--- config.mk ---
export PLATFORM = sky130hd
export DESIGN_NAME = prtr_regs
export DESIGN_NICKNAME = d
export VERILOG_FILES = /design/src/common/prtr_pkg.sv /design/src/verilog/prtr_press_corr.sv /design/src/verilog/prtr_amp_sel.sv /design/src/verilog/prtr_regs.sv
export SDC_FILE = /design/constraint.sdc
export NUM_CORES = 1
export LEC_CHECK = 0
export ABC_AREA = 1
export BUFFER_PORTS_ARGS = -buffer_cell sky130_fd_sc_hd__buf_2
export CAP_MARGIN = 20
export CORE_UTILIZATION = 45
export DETAILED_ROUTE_END_ITERATION = 10
export PLACE_DENSITY = 0.75
export SYNTH_ARGS = -nofsm -noshare
export SYNTH_HDL_FRONTEND = slang
export SYNTH_SLANG_ARGS = --single-unit
export TNS_END_PERCENT = 50
--- constraint.sdc ---
create_clock -name core_clk -period 8.18 [get_ports core_clk]
set_input_delay 0.818 -clock core_clk [delete_from_list [all_inputs] [get_ports core_clk]]
set_output_delay 0.818 -clock core_clk [all_outputs]
set_load 0.005 [all_outputs]
--- src/common/prtr_pkg.sv ---
package prtr_pkg;

  // register offsets on the serial register port
  localparam logic [7:0] PRTR_ADDR_P_LO   = 8'h28;
  localparam logic [7:0] PRTR_ADDR_P_MID  = 8'h29;
  localparam logic [7:0] PRTR_ADDR_P_HI   = 8'h2a;
  localparam logic [7:0] PRTR_ADDR_T_LO   = 8'h2b;
  localparam logic [7:0] PRTR_ADDR_T_HI   = 8'h2c;
  localparam logic [7:0] PRTR_ADDR_AMP    = 8'h2d;
  localparam logic [7:0] PRTR_ADDR_CAL_LO = 8'h3c;
  localparam logic [7:0] PRTR_ADDR_CAL_MI = 8'h3d;
  localparam logic [7:0] PRTR_ADDR_CAL_HI = 8'h3e;

  // values after reset
  localparam logic [7:0] PRTR_RST_P_LO  = 8'h00;
  localparam logic [7:0] PRTR_RST_P_MID = 8'h80;
  localparam logic [7:0] PRTR_RST_P_HI  = 8'h2f;
  localparam logic [7:0] PRTR_RST_T     = 8'h00;
  localparam logic [7:0] PRTR_RST_AMP   = 8'h00;
  localparam logic [7:0] PRTR_RST_CAL   = 8'h00;
  localparam logic [7:0] PRTR_RD_NONE   = 8'h00;

  // field positions
  localparam int PRTR_AMP_SEL_BIT  = 0;
  localparam int PRTR_DELTA_EN_BIT = 1;

  // scaling: mbar = value / 4096, degc = 42.5 + value / 480
  localparam int PRTR_P_LSB_PER_MBAR  = 4096;
  localparam int PRTR_T_LSB_PER_DEGC  = 480;
  localparam int PRTR_T_ZERO_DECIDEGC = 425;

  // operating range 260..1260 mbar in output counts
  localparam logic [24:0] PRTR_P_MIN = 25'h0104000;
  localparam logic [24:0] PRTR_P_MAX = 25'h04ec000;

  typedef enum logic [1:0] {
    PRTR_ACQ_IDLE,
    PRTR_ACQ_PRESS,
    PRTR_ACQ_TEMP
  } prtr_acq_t;

  typedef struct packed {
    logic       wr_en;
    logic       rd_en;
    logic [7:0] addr;
    logic [7:0] wdata;
  } prtr_reg_req_t;

  typedef struct packed {
    logic        valid;
    logic [23:0] value;
  } prtr_press_smp_t;

  typedef struct packed {
    logic        valid;
    logic [15:0] value;
  } prtr_temp_smp_t;

  // byte idx of a 24-bit word
  function automatic logic [7:0] prtr_byte(input logic [23:0] w,
                                           input logic [1:0]  idx);
    prtr_byte = w[8*idx +: 8];
  endfunction : prtr_byte

endpackage : prtr_pkg

--- src/verilog/prtr_press_corr.sv ---
`timescale 1ns/1ps
`default_nettype none
module prtr_press_corr
  import prtr_pkg::*;
(
  input  wire logic [23:0] raw_value,
  input  wire logic [23:0] calibration_offset,
  input  wire logic        offset_enable,
  output logic      [23:0] corr_value
);

  logic [24:0] raw_ext;
  logic [24:0] cal_ext;
  logic [24:0] sum;
  logic        below;
  logic        above;

  // optional one-point offset, then saturate to the operating range
  assign raw_ext = {raw_value[23], raw_value};
  assign cal_ext = offset_enable ? {calibration_offset[23], calibration_offset}
                                 : 25'h0000000;
  assign sum     = raw_ext + cal_ext;
  assign below   = $signed(sum) < $signed(PRTR_P_MIN);
  assign above   = $signed(sum) > $signed(PRTR_P_MAX);
  assign corr_value = below ? PRTR_P_MIN[23:0] :
                      above ? PRTR_P_MAX[23:0] : sum[23:0];

endmodule : prtr_press_corr
`default_nettype wire

--- src/verilog/prtr_amp_sel.sv ---
`timescale 1ns/1ps
`default_nettype none
module prtr_amp_sel
  import prtr_pkg::*;
(
  input  wire logic      core_clk,
  input  wire logic      reset_n,
  input  wire logic      amp_current_select,
  input  wire prtr_acq_t acq_phase,
  output logic           amp_high_current
);

  logic phase_high;
  logic amp_next;

  // high current while pressure is acquired
  assign phase_high = (acq_phase == PRTR_ACQ_PRESS);
  assign amp_next   = amp_current_select | phase_high;

  // registered bias request
  always_ff @(posedge core_clk) begin
    if (!reset_n) begin
      amp_high_current <= 1'b0;
    end else begin
      amp_high_current <= amp_next;
    end
  end

endmodule : prtr_amp_sel
`default_nettype wire

--- src/verilog/prtr_regs.sv ---
`timescale 1ns/1ps
`default_nettype none
module prtr_regs
  import prtr_pkg::*;
(
  input  wire logic            core_clk,
  input  wire logic            reset_n,
  input  wire prtr_reg_req_t   reg_req,
  output logic [7:0]           reg_rd_data,
  output logic                 reg_rd_valid,
  input  wire logic [7:0]      first_control_register,
  input  wire prtr_press_smp_t press_smp,
  input  wire prtr_temp_smp_t  temp_smp,
  input  wire prtr_acq_t       acq_phase,
  output logic                 amp_high_current,
  output logic                 pressure_available_flag,
  output logic                 pressure_overrun_flag,
  output logic                 temp_available_flag,
  output logic                 temp_overrun_flag
);

  // result and calibration storage
  logic [23:0] press_reg;
  logic [23:0] press_next;
  logic [15:0] temperature_result_bits_reg;
  logic [7:0]  amplifier_current_control_reg;
  logic [23:0] calibration_offset_reg;
  logic [7:0]  rd_data_reg;
  logic [7:0]  rd_data_next;
  logic        rd_valid_reg;

  // status flags
  logic p_avail_reg;
  logic p_avail_next;
  logic p_ovr_reg;
  logic p_ovr_next;
  logic t_avail_reg;
  logic t_avail_next;
  logic t_ovr_reg;
  logic t_ovr_next;

  // address decode
  logic hit_p_lo;
  logic hit_p_mid;
  logic hit_p_hi;
  logic hit_t_lo;
  logic hit_t_hi;
  logic hit_amp;
  logic hit_cal_lo;
  logic hit_cal_mi;
  logic hit_cal_hi;
  logic wr_amp;
  logic wr_cal_lo;
  logic wr_cal_mi;
  logic wr_cal_hi;
  logic rd_p_hi;
  logic rd_t_hi;

  // control derived from registers
  logic amp_current_select;
  logic offset_enable;
  logic [23:0] corr_value;

  // decode of the register address
  assign hit_p_lo   = (reg_req.addr == PRTR_ADDR_P_LO);
  assign hit_p_mid  = (reg_req.addr == PRTR_ADDR_P_MID);
  assign hit_p_hi   = (reg_req.addr == PRTR_ADDR_P_HI);
  assign hit_t_lo   = (reg_req.addr == PRTR_ADDR_T_LO);
  assign hit_t_hi   = (reg_req.addr == PRTR_ADDR_T_HI);
  assign hit_amp    = (reg_req.addr == PRTR_ADDR_AMP);
  assign hit_cal_lo = (reg_req.addr == PRTR_ADDR_CAL_LO);
  assign hit_cal_mi = (reg_req.addr == PRTR_ADDR_CAL_MI);
  assign hit_cal_hi = (reg_req.addr == PRTR_ADDR_CAL_HI);

  // writes reach only the read/write registers
  assign wr_amp    = reg_req.wr_en & hit_amp;
  assign wr_cal_lo = reg_req.wr_en & hit_cal_lo;
  assign wr_cal_mi = reg_req.wr_en & hit_cal_mi;
  assign wr_cal_hi = reg_req.wr_en & hit_cal_hi;

  // reads of the high bytes retire the matching flags
  assign rd_p_hi = reg_req.rd_en & hit_p_hi;
  assign rd_t_hi = reg_req.rd_en & hit_t_hi;

  // control bits
  assign amp_current_select = amplifier_current_control_reg[PRTR_AMP_SEL_BIT];
  assign offset_enable      = first_control_register[PRTR_DELTA_EN_BIT];

  // offset and clip on the incoming sample
  prtr_press_corr u_corr (
    .raw_value          (press_smp.value),
    .calibration_offset (calibration_offset_reg),
    .offset_enable      (offset_enable),
    .corr_value         (corr_value)
  );

  // amplifier bias follows the selector and phase
  prtr_amp_sel u_amp (
    .core_clk           (core_clk),
    .reset_n            (reset_n),
    .amp_current_select (amp_current_select),
    .acq_phase          (acq_phase),
    .amp_high_current   (amp_high_current)
  );

  // new pressure replaces the whole 24-bit result at once
  assign press_next = press_smp.valid ? corr_value : press_reg;

  // pressure result, written only by the converter side
  always_ff @(posedge core_clk) begin
    if (!reset_n) begin
      press_reg <= {PRTR_RST_P_HI, PRTR_RST_P_MID, PRTR_RST_P_LO};
    end else begin
      press_reg <= press_next;
    end
  end

  // temperature result, written only by the converter side
  always_ff @(posedge core_clk) begin
    if (!reset_n) begin
      temperature_result_bits_reg <= {PRTR_RST_T, PRTR_RST_T};
    end else if (temp_smp.valid) begin
      temperature_result_bits_reg <= temp_smp.value;
    end
  end

  // amplifier control, reserved bits held at zero
  always_ff @(posedge core_clk) begin
    if (!reset_n) begin
      amplifier_current_control_reg <= PRTR_RST_AMP;
    end else if (wr_amp) begin
      amplifier_current_control_reg <= {7'h00, reg_req.wdata[PRTR_AMP_SEL_BIT]};
    end
  end

  // calibration offset bytes
  always_ff @(posedge core_clk) begin
    if (!reset_n) begin
      calibration_offset_reg <= {PRTR_RST_CAL, PRTR_RST_CAL, PRTR_RST_CAL};
    end else begin
      if (wr_cal_lo) begin
        calibration_offset_reg[7:0] <= reg_req.wdata;
      end
      if (wr_cal_mi) begin
        calibration_offset_reg[15:8] <= reg_req.wdata;
      end
      if (wr_cal_hi) begin
        calibration_offset_reg[23:16] <= reg_req.wdata;
      end
    end
  end

  // status flag next values: a new sample wins over a clearing read for the available flags, the read wins for overrun
  assign p_avail_next = press_smp.valid | (p_avail_reg & ~rd_p_hi);
  assign p_ovr_next   = (press_smp.valid & p_avail_reg & ~rd_p_hi)
                      | (p_ovr_reg & ~rd_p_hi);
  assign t_avail_next = temp_smp.valid | (t_avail_reg & ~rd_t_hi);
  assign t_ovr_next   = (temp_smp.valid & t_avail_reg & ~rd_t_hi)
                      | (t_ovr_reg & ~rd_t_hi);

  // status flags
  always_ff @(posedge core_clk) begin
    if (!reset_n) begin
      p_avail_reg <= 1'b0;
      p_ovr_reg   <= 1'b0;
      t_avail_reg <= 1'b0;
      t_ovr_reg   <= 1'b0;
    end else begin
      p_avail_reg <= p_avail_next;
      p_ovr_reg   <= p_ovr_next;
      t_avail_reg <= t_avail_next;
      t_ovr_reg   <= t_ovr_next;
    end
  end

  // read mux, unmapped offsets read zero
  always_comb begin
    rd_data_next = PRTR_RD_NONE;
    case (1'b1)
      hit_p_lo:   rd_data_next = prtr_byte(press_reg, 2'd0);
      hit_p_mid:  rd_data_next = prtr_byte(press_reg, 2'd1);
      hit_p_hi:   rd_data_next = prtr_byte(press_reg, 2'd2);
      hit_t_lo:   rd_data_next = temperature_result_bits_reg[7:0];
      hit_t_hi:   rd_data_next = temperature_result_bits_reg[15:8];
      hit_amp:    rd_data_next = amplifier_current_control_reg;
      hit_cal_lo: rd_data_next = prtr_byte(calibration_offset_reg, 2'd0);
      hit_cal_mi: rd_data_next = prtr_byte(calibration_offset_reg, 2'd1);
      hit_cal_hi: rd_data_next = prtr_byte(calibration_offset_reg, 2'd2);
      default:    rd_data_next = PRTR_RD_NONE;
    endcase
  end

  // read data is captured one cycle after the request
  always_ff @(posedge core_clk) begin
    if (!reset_n) begin
      rd_data_reg  <= PRTR_RD_NONE;
      rd_valid_reg <= 1'b0;
    end else begin
      rd_valid_reg <= reg_req.rd_en;
      if (reg_req.rd_en) begin
        rd_data_reg <= rd_data_next;
      end
    end
  end

  // outputs
  assign reg_rd_data             = rd_data_reg;
  assign reg_rd_valid            = rd_valid_reg;
  assign pressure_available_flag = p_avail_reg;
  assign pressure_overrun_flag   = p_ovr_reg;
  assign temp_available_flag     = t_avail_reg;
  assign temp_overrun_flag       = t_ovr_reg;

endmodule : prtr_regs
`default_nettype wire

Yosys cells after proc, flatten, opt, wreduce, memory -nomap -nowiden
Index checks and enable logic that the tools add are counted.
Widths: inputs -> output; s select.
- add/sub/neg operators: 1
- magnitude comparators: 2
- eq/ne operators: 10
- mux-type cells: 12
- bitwise logic cells: 21
- operator list (operator ; number):
    $eq 8x6->1 const B ; 9
    $mux 8 ; 9
    $mux 24 ; 2
    $add 25x25->25 ; 1
    $gt 25x24->1 const B ; 1
    $lt 25x22->1 const B ; 1
    $mux 25 ; 1
    $and 1x1->1 ; 14
    $or 1x1->1 ; 5
    $eq 2x1->1 const B ; 1
    $not 1->1 ; 2
- flip-flop bits (word level): 79
- input port bits: 72
- output and inout port bits: 14

Longest topological paths before layout
- depth after elaboration: 10
- mapped depth: 25
- gate-level depth less buffers: 24

Modules after synthesis
From an unflattened synthesis, not the netlist that was laid out.
- cell total of the unflattened synthesis: 1045
- area total of the unflattened synthesis: 6194.7 um2
- modules (own cells, without submodules) (module ; instances ; cells an instance ; area each (um2) ; seq. area each (um2)):
    prtr_regs ; 1 ; 474 ; 3392.0 ; 1561.5
    prtr_press_corr ; 1 ; 565 ; 2758.9 ; 0.0
    prtr_amp_sel ; 1 ; 6 ; 43.8 ; 20.0

Worst setup path after synthesis
Ideal clock, no wire load.
- kind: input to register
- start point: input port first_control_register[1]
- end point: register press_reg[22]
- setup time: 0.131 ns
- data arrival time: 3.231 ns
- setup slack: 4.819 ns
- stages: 21
- buffers on the path: 2
- cells stage by stage: clkbuf_1 > nand2_1 > inv_1 > ha_1 > inv_1 > fa_1 > inv_1 > or2_2 > nor2_1 > nand3_1 > nor2_1 > nand2_1 > nor2_1 > nand3_1 > nor2_1 > nand3_1 > nand3_2 > buf_6 > nand2_2 > nand2_2 > a21oi_2
- longest elaborated chain between the ends: 5
- elaborated cells on any way between the ends: 6
- classes of those cells: add/sub: 1; order compare: 2; mux: 3
- ends and longest elaborated chain (what ; RTL line ; RTL):
    from (decl) ; prtr_regs.sv:11 ; input wire logic [7:0] first_control_register,
    $mux 25 (*) ; prtr_press_corr.sv:20 ; assign cal_ext = offset_enable ? {calibration_offset[23], calibration_offset}
    $add 25x25->25 (*) ; prtr_press_corr.sv:22 ; assign sum = raw_ext + cal_ext;
    $gt 25x24->1 ; prtr_press_corr.sv:24 ; assign above = $signed(sum) > $signed(PRTR_P_MAX);
    $mux 24 ; prtr_press_corr.sv:26 ; above ? PRTR_P_MAX[23:0] : sum[23:0];
    $mux 24 (*) ; prtr_press_corr.sv:25 ; assign corr_value = below ? PRTR_P_MIN[23:0] :
    to (signal assigned) ; prtr_regs.sv:112 ; press_reg <= {PRTR_RST_P_HI, PRTR_RST_P_MID, PRTR_RST_P_LO};
    to (signal assigned) ; prtr_regs.sv:114 ; press_reg <= press_next;
    to (decl) ; prtr_regs.sv:23 ; logic [23:0] press_reg;
Every way passes the cells marked *; elsewhere a longest branch is shown, timed or not.
A chain may end at the register's enable or synchronous reset.

Final worst setup path
- start point: input port first_control_register[1]
- end point: register press_reg[14]
Same word-level chain as after synthesis.

==> qor.csv <==
metric;value;unit
max_freq;253;MHz
synthCells;944;
postSynthAreaPerCell;6.05;um^2
fin_crit_sh;48.3;%
cts_tree;done;
drv_cap;0;
reg2reg_slack;4.73;ns
endpoint_kind;flip-flop;
utilization;53.2;%
wl_per_cell;13.1;um
criticalPathCategory;input pin to flip-flop;
drive_gt1_share;15.2;%
worstPathArrival;4.17;ns
cts_root_buf;clkbuf_16;
track_usage;24.4;%
grt_pass1_vias;5282;
rsz0062_at_grt;no;
port_buffers;78;
cts.sinks;79;
grt_pass1_wl;25000;um
core.rowCount;40;
hpwlAfterDp;12500;um
core_area;0.0122;mm^2
worst_pin_slew;0.854;ns
crit_fanout;24;
die_w;115;um
ioPinCount;86;
finish.net_count;1107;
cellPowerDensity;141;mW/mm^2
reg2reg_from;calibration_offset_reg[0]$_SDFFE_PN0P_;
fin_tns_setup;0;ns
hold_class;flip-flop to flip-flop;
vias;5895;
setup_violations;0;
clkTransAtPathRegs;0.06;ns
crit_start;first_control_register[1];
seq_area_frac_synth;27.7;%
final_cell_count_no_fill;1182;
drt_first_pass_iters;6;
reg2reg_to;press_reg[14]$_SDFFE_PN0P_;
ir_worst_vdd;115;uV
critPathCapture;press_reg[14]$_SDFFE_PN0P_;
synth_top_area_share;27.7;%
grt_max_degree;43;
final_cell_area;0.00650;mm^2
num_antenna_cells;0;
start_util;46.7;%
synth_area;0.00571;mm^2
clock_latency;0.33;ns
syn2layout_area_growth;13.8;%
yosysTopAreaCell;dfxtp_1;
antenna_found_initial;0;
post-route-min-period;3.95;ns
slew_headroom;42.6;%
p_leak;3.40;nW
outcome;finished, final reports clean;
dpl.cell_count;1167;
synth.area.top_cells;dfxtp_1 (28%), nand2_1 (20%), inv_1 (11%);
fillers;1313;
synth_nets;1041;
cts_hold_buf;0;
cts_max_path_buffers;2;
yosysWarnings;0;
worstPathRequired;8.40;ns
place_area;0.00620;mm^2
drv_slew;0;
fin_ws;4.23;ns
final_common_cell;nand2_1;
post-cts-setup-buffer-count;0;
ys_seq_elements;79;
ant_nets;0;
pre_cts_ws;3.97;ns
globalRouteOverflowTotal;0;
hold_viol;0;
h-tree-depth;3;
cts_buffers;9;
routed_wl;15500;um
synthDistinctLibCells;38;
dieArea;0.0131;mm^2
crit_path_start_kind;input pin;
cts_resized;0;
worst_clock_skew;0.00487;ns
vias_per_cell;4.99;
r2r_cells;23;
die_h;115;um
place_congestion;0.900;
drc;0;
final_cell_mix;nand2_1 (305), inv_1 (161), dfxtp_1 (79);
initialDrtViolationCount;402;
## synthesized netlist by cell type, drive strengths merged
master	n
clkinv	2
buf	5
a31oi	1
nand3b	7
o31ai	1
nor4	1
dfxtp	79
nand3	66
a221oi	2
ha	24
xnor2	1
a211oi	1
clkbuf	20
nor3	1
o211ai	7
and2	3
inv	163
fa	1
o22ai	2
xor2	1
a22o	2
o221ai	4
o21ai	36
nor2	86
or2	3
a21oi	83
nand4	18
o21bai	1
nand2	323
## cells by family after synthesis
logic type,share of synthesized area [%]
adder cells (fa/ha/maj),5.61
AO/OA/AOI/OAI,14.0
flip-flops,27.7
XOR/XNOR,0.307
AND/OR/NAND/NOR,39.3
buffers and inverters,13.0
## per-stage QoR
stage	hold slack (ns)	power, mW
after floorplan	0.419	0.488
after CTS	0.441	0.920
final	0.446	0.916
after global placement	0.429	0.523
after detailed placement	0.432	0.525
after global routing	0.457	0.956
## layout make-up
cell class	count	area, um^2	area share [%]
clock buffers	12	256	3.95
clock inverters	3	42.5	0.655
inverters	165	619	9.53
multi-input cells	675	3380	52.1
flip-flops and latches	79	1580	24.3
well taps	168	210	3.24
repair buffers	80	405	6.24
## how the worst min path moves through the flow
stage / from / end / slack [ns] / cells past startpoint
global placement: press_reg[23]$_SDFFE_PN0P_ / press_reg[23]$_SDFFE_PN0P_ / 0.43 / 2
finish: press_reg[23]$_SDFFE_PN0P_ / press_reg[23]$_SDFFE_PN0P_ / 0.45 / 2
CTS: press_reg[23]$_SDFFE_PN0P_ / press_reg[23]$_SDFFE_PN0P_ / 0.44 / 2
floorplan: press_reg[23]$_SDFFE_PN0P_ / press_reg[23]$_SDFFE_PN0P_ / 0.42 / 2
global route: press_reg[23]$_SDFFE_PN0P_ / press_reg[23]$_SDFFE_PN0P_ / 0.46 / 2
detailed placement: press_reg[23]$_SDFFE_PN0P_ / press_reg[23]$_SDFFE_PN0P_ / 0.43 / 2
## where the power goes
group	leakage, nW	switching, mW	internal, mW	total, mW
clock	0.145	0.148	0.251	0.398
sequential	0.646	0.00710	0.399	0.406
combinational	2.61	0.0723	0.0393	0.112
total	3.40	0.227	0.689	0.916
## metal layers
layer | wire length, um | vias to the layer above | part of all wire, % | global-route usage [%]
li1 | - | 3096 | - | -
met1 | 7290 | 2602 | 47 | 33.7
met2 | 6970 | 176 | 45 | 38.7
met3 | 931 | 21 | 6.0 | 4.24
met4 | 296 | 0 | 1.9 | 7.19
met5 | 0 | - | 0 | 0
## worst max-delay path, stage by stage
cell and delay, ns:
buf_2 0.32, nand2_1 0.18, inv_1 0.09, ha_1 0.22, inv_1 0.07, fa_1 0.40
inv_1 0.12, nand3_1 0.07, nand2_1 0.14, nand2_1 0.10, nand2_2 0.11, nand2_1 0.09
nand3_1 0.08, nand2_1 0.11, nand3_1 0.09, nor2_1 0.05, nand2_1 0.05, nand2_1 0.04
nand2_1 0.05, nand2_1 0.07, nor2_4 0.44, nand2_1 0.16, o21ai_0 0.22, inv_1 0.05
No activity file was read; power rests on OpenSTA's default activity.
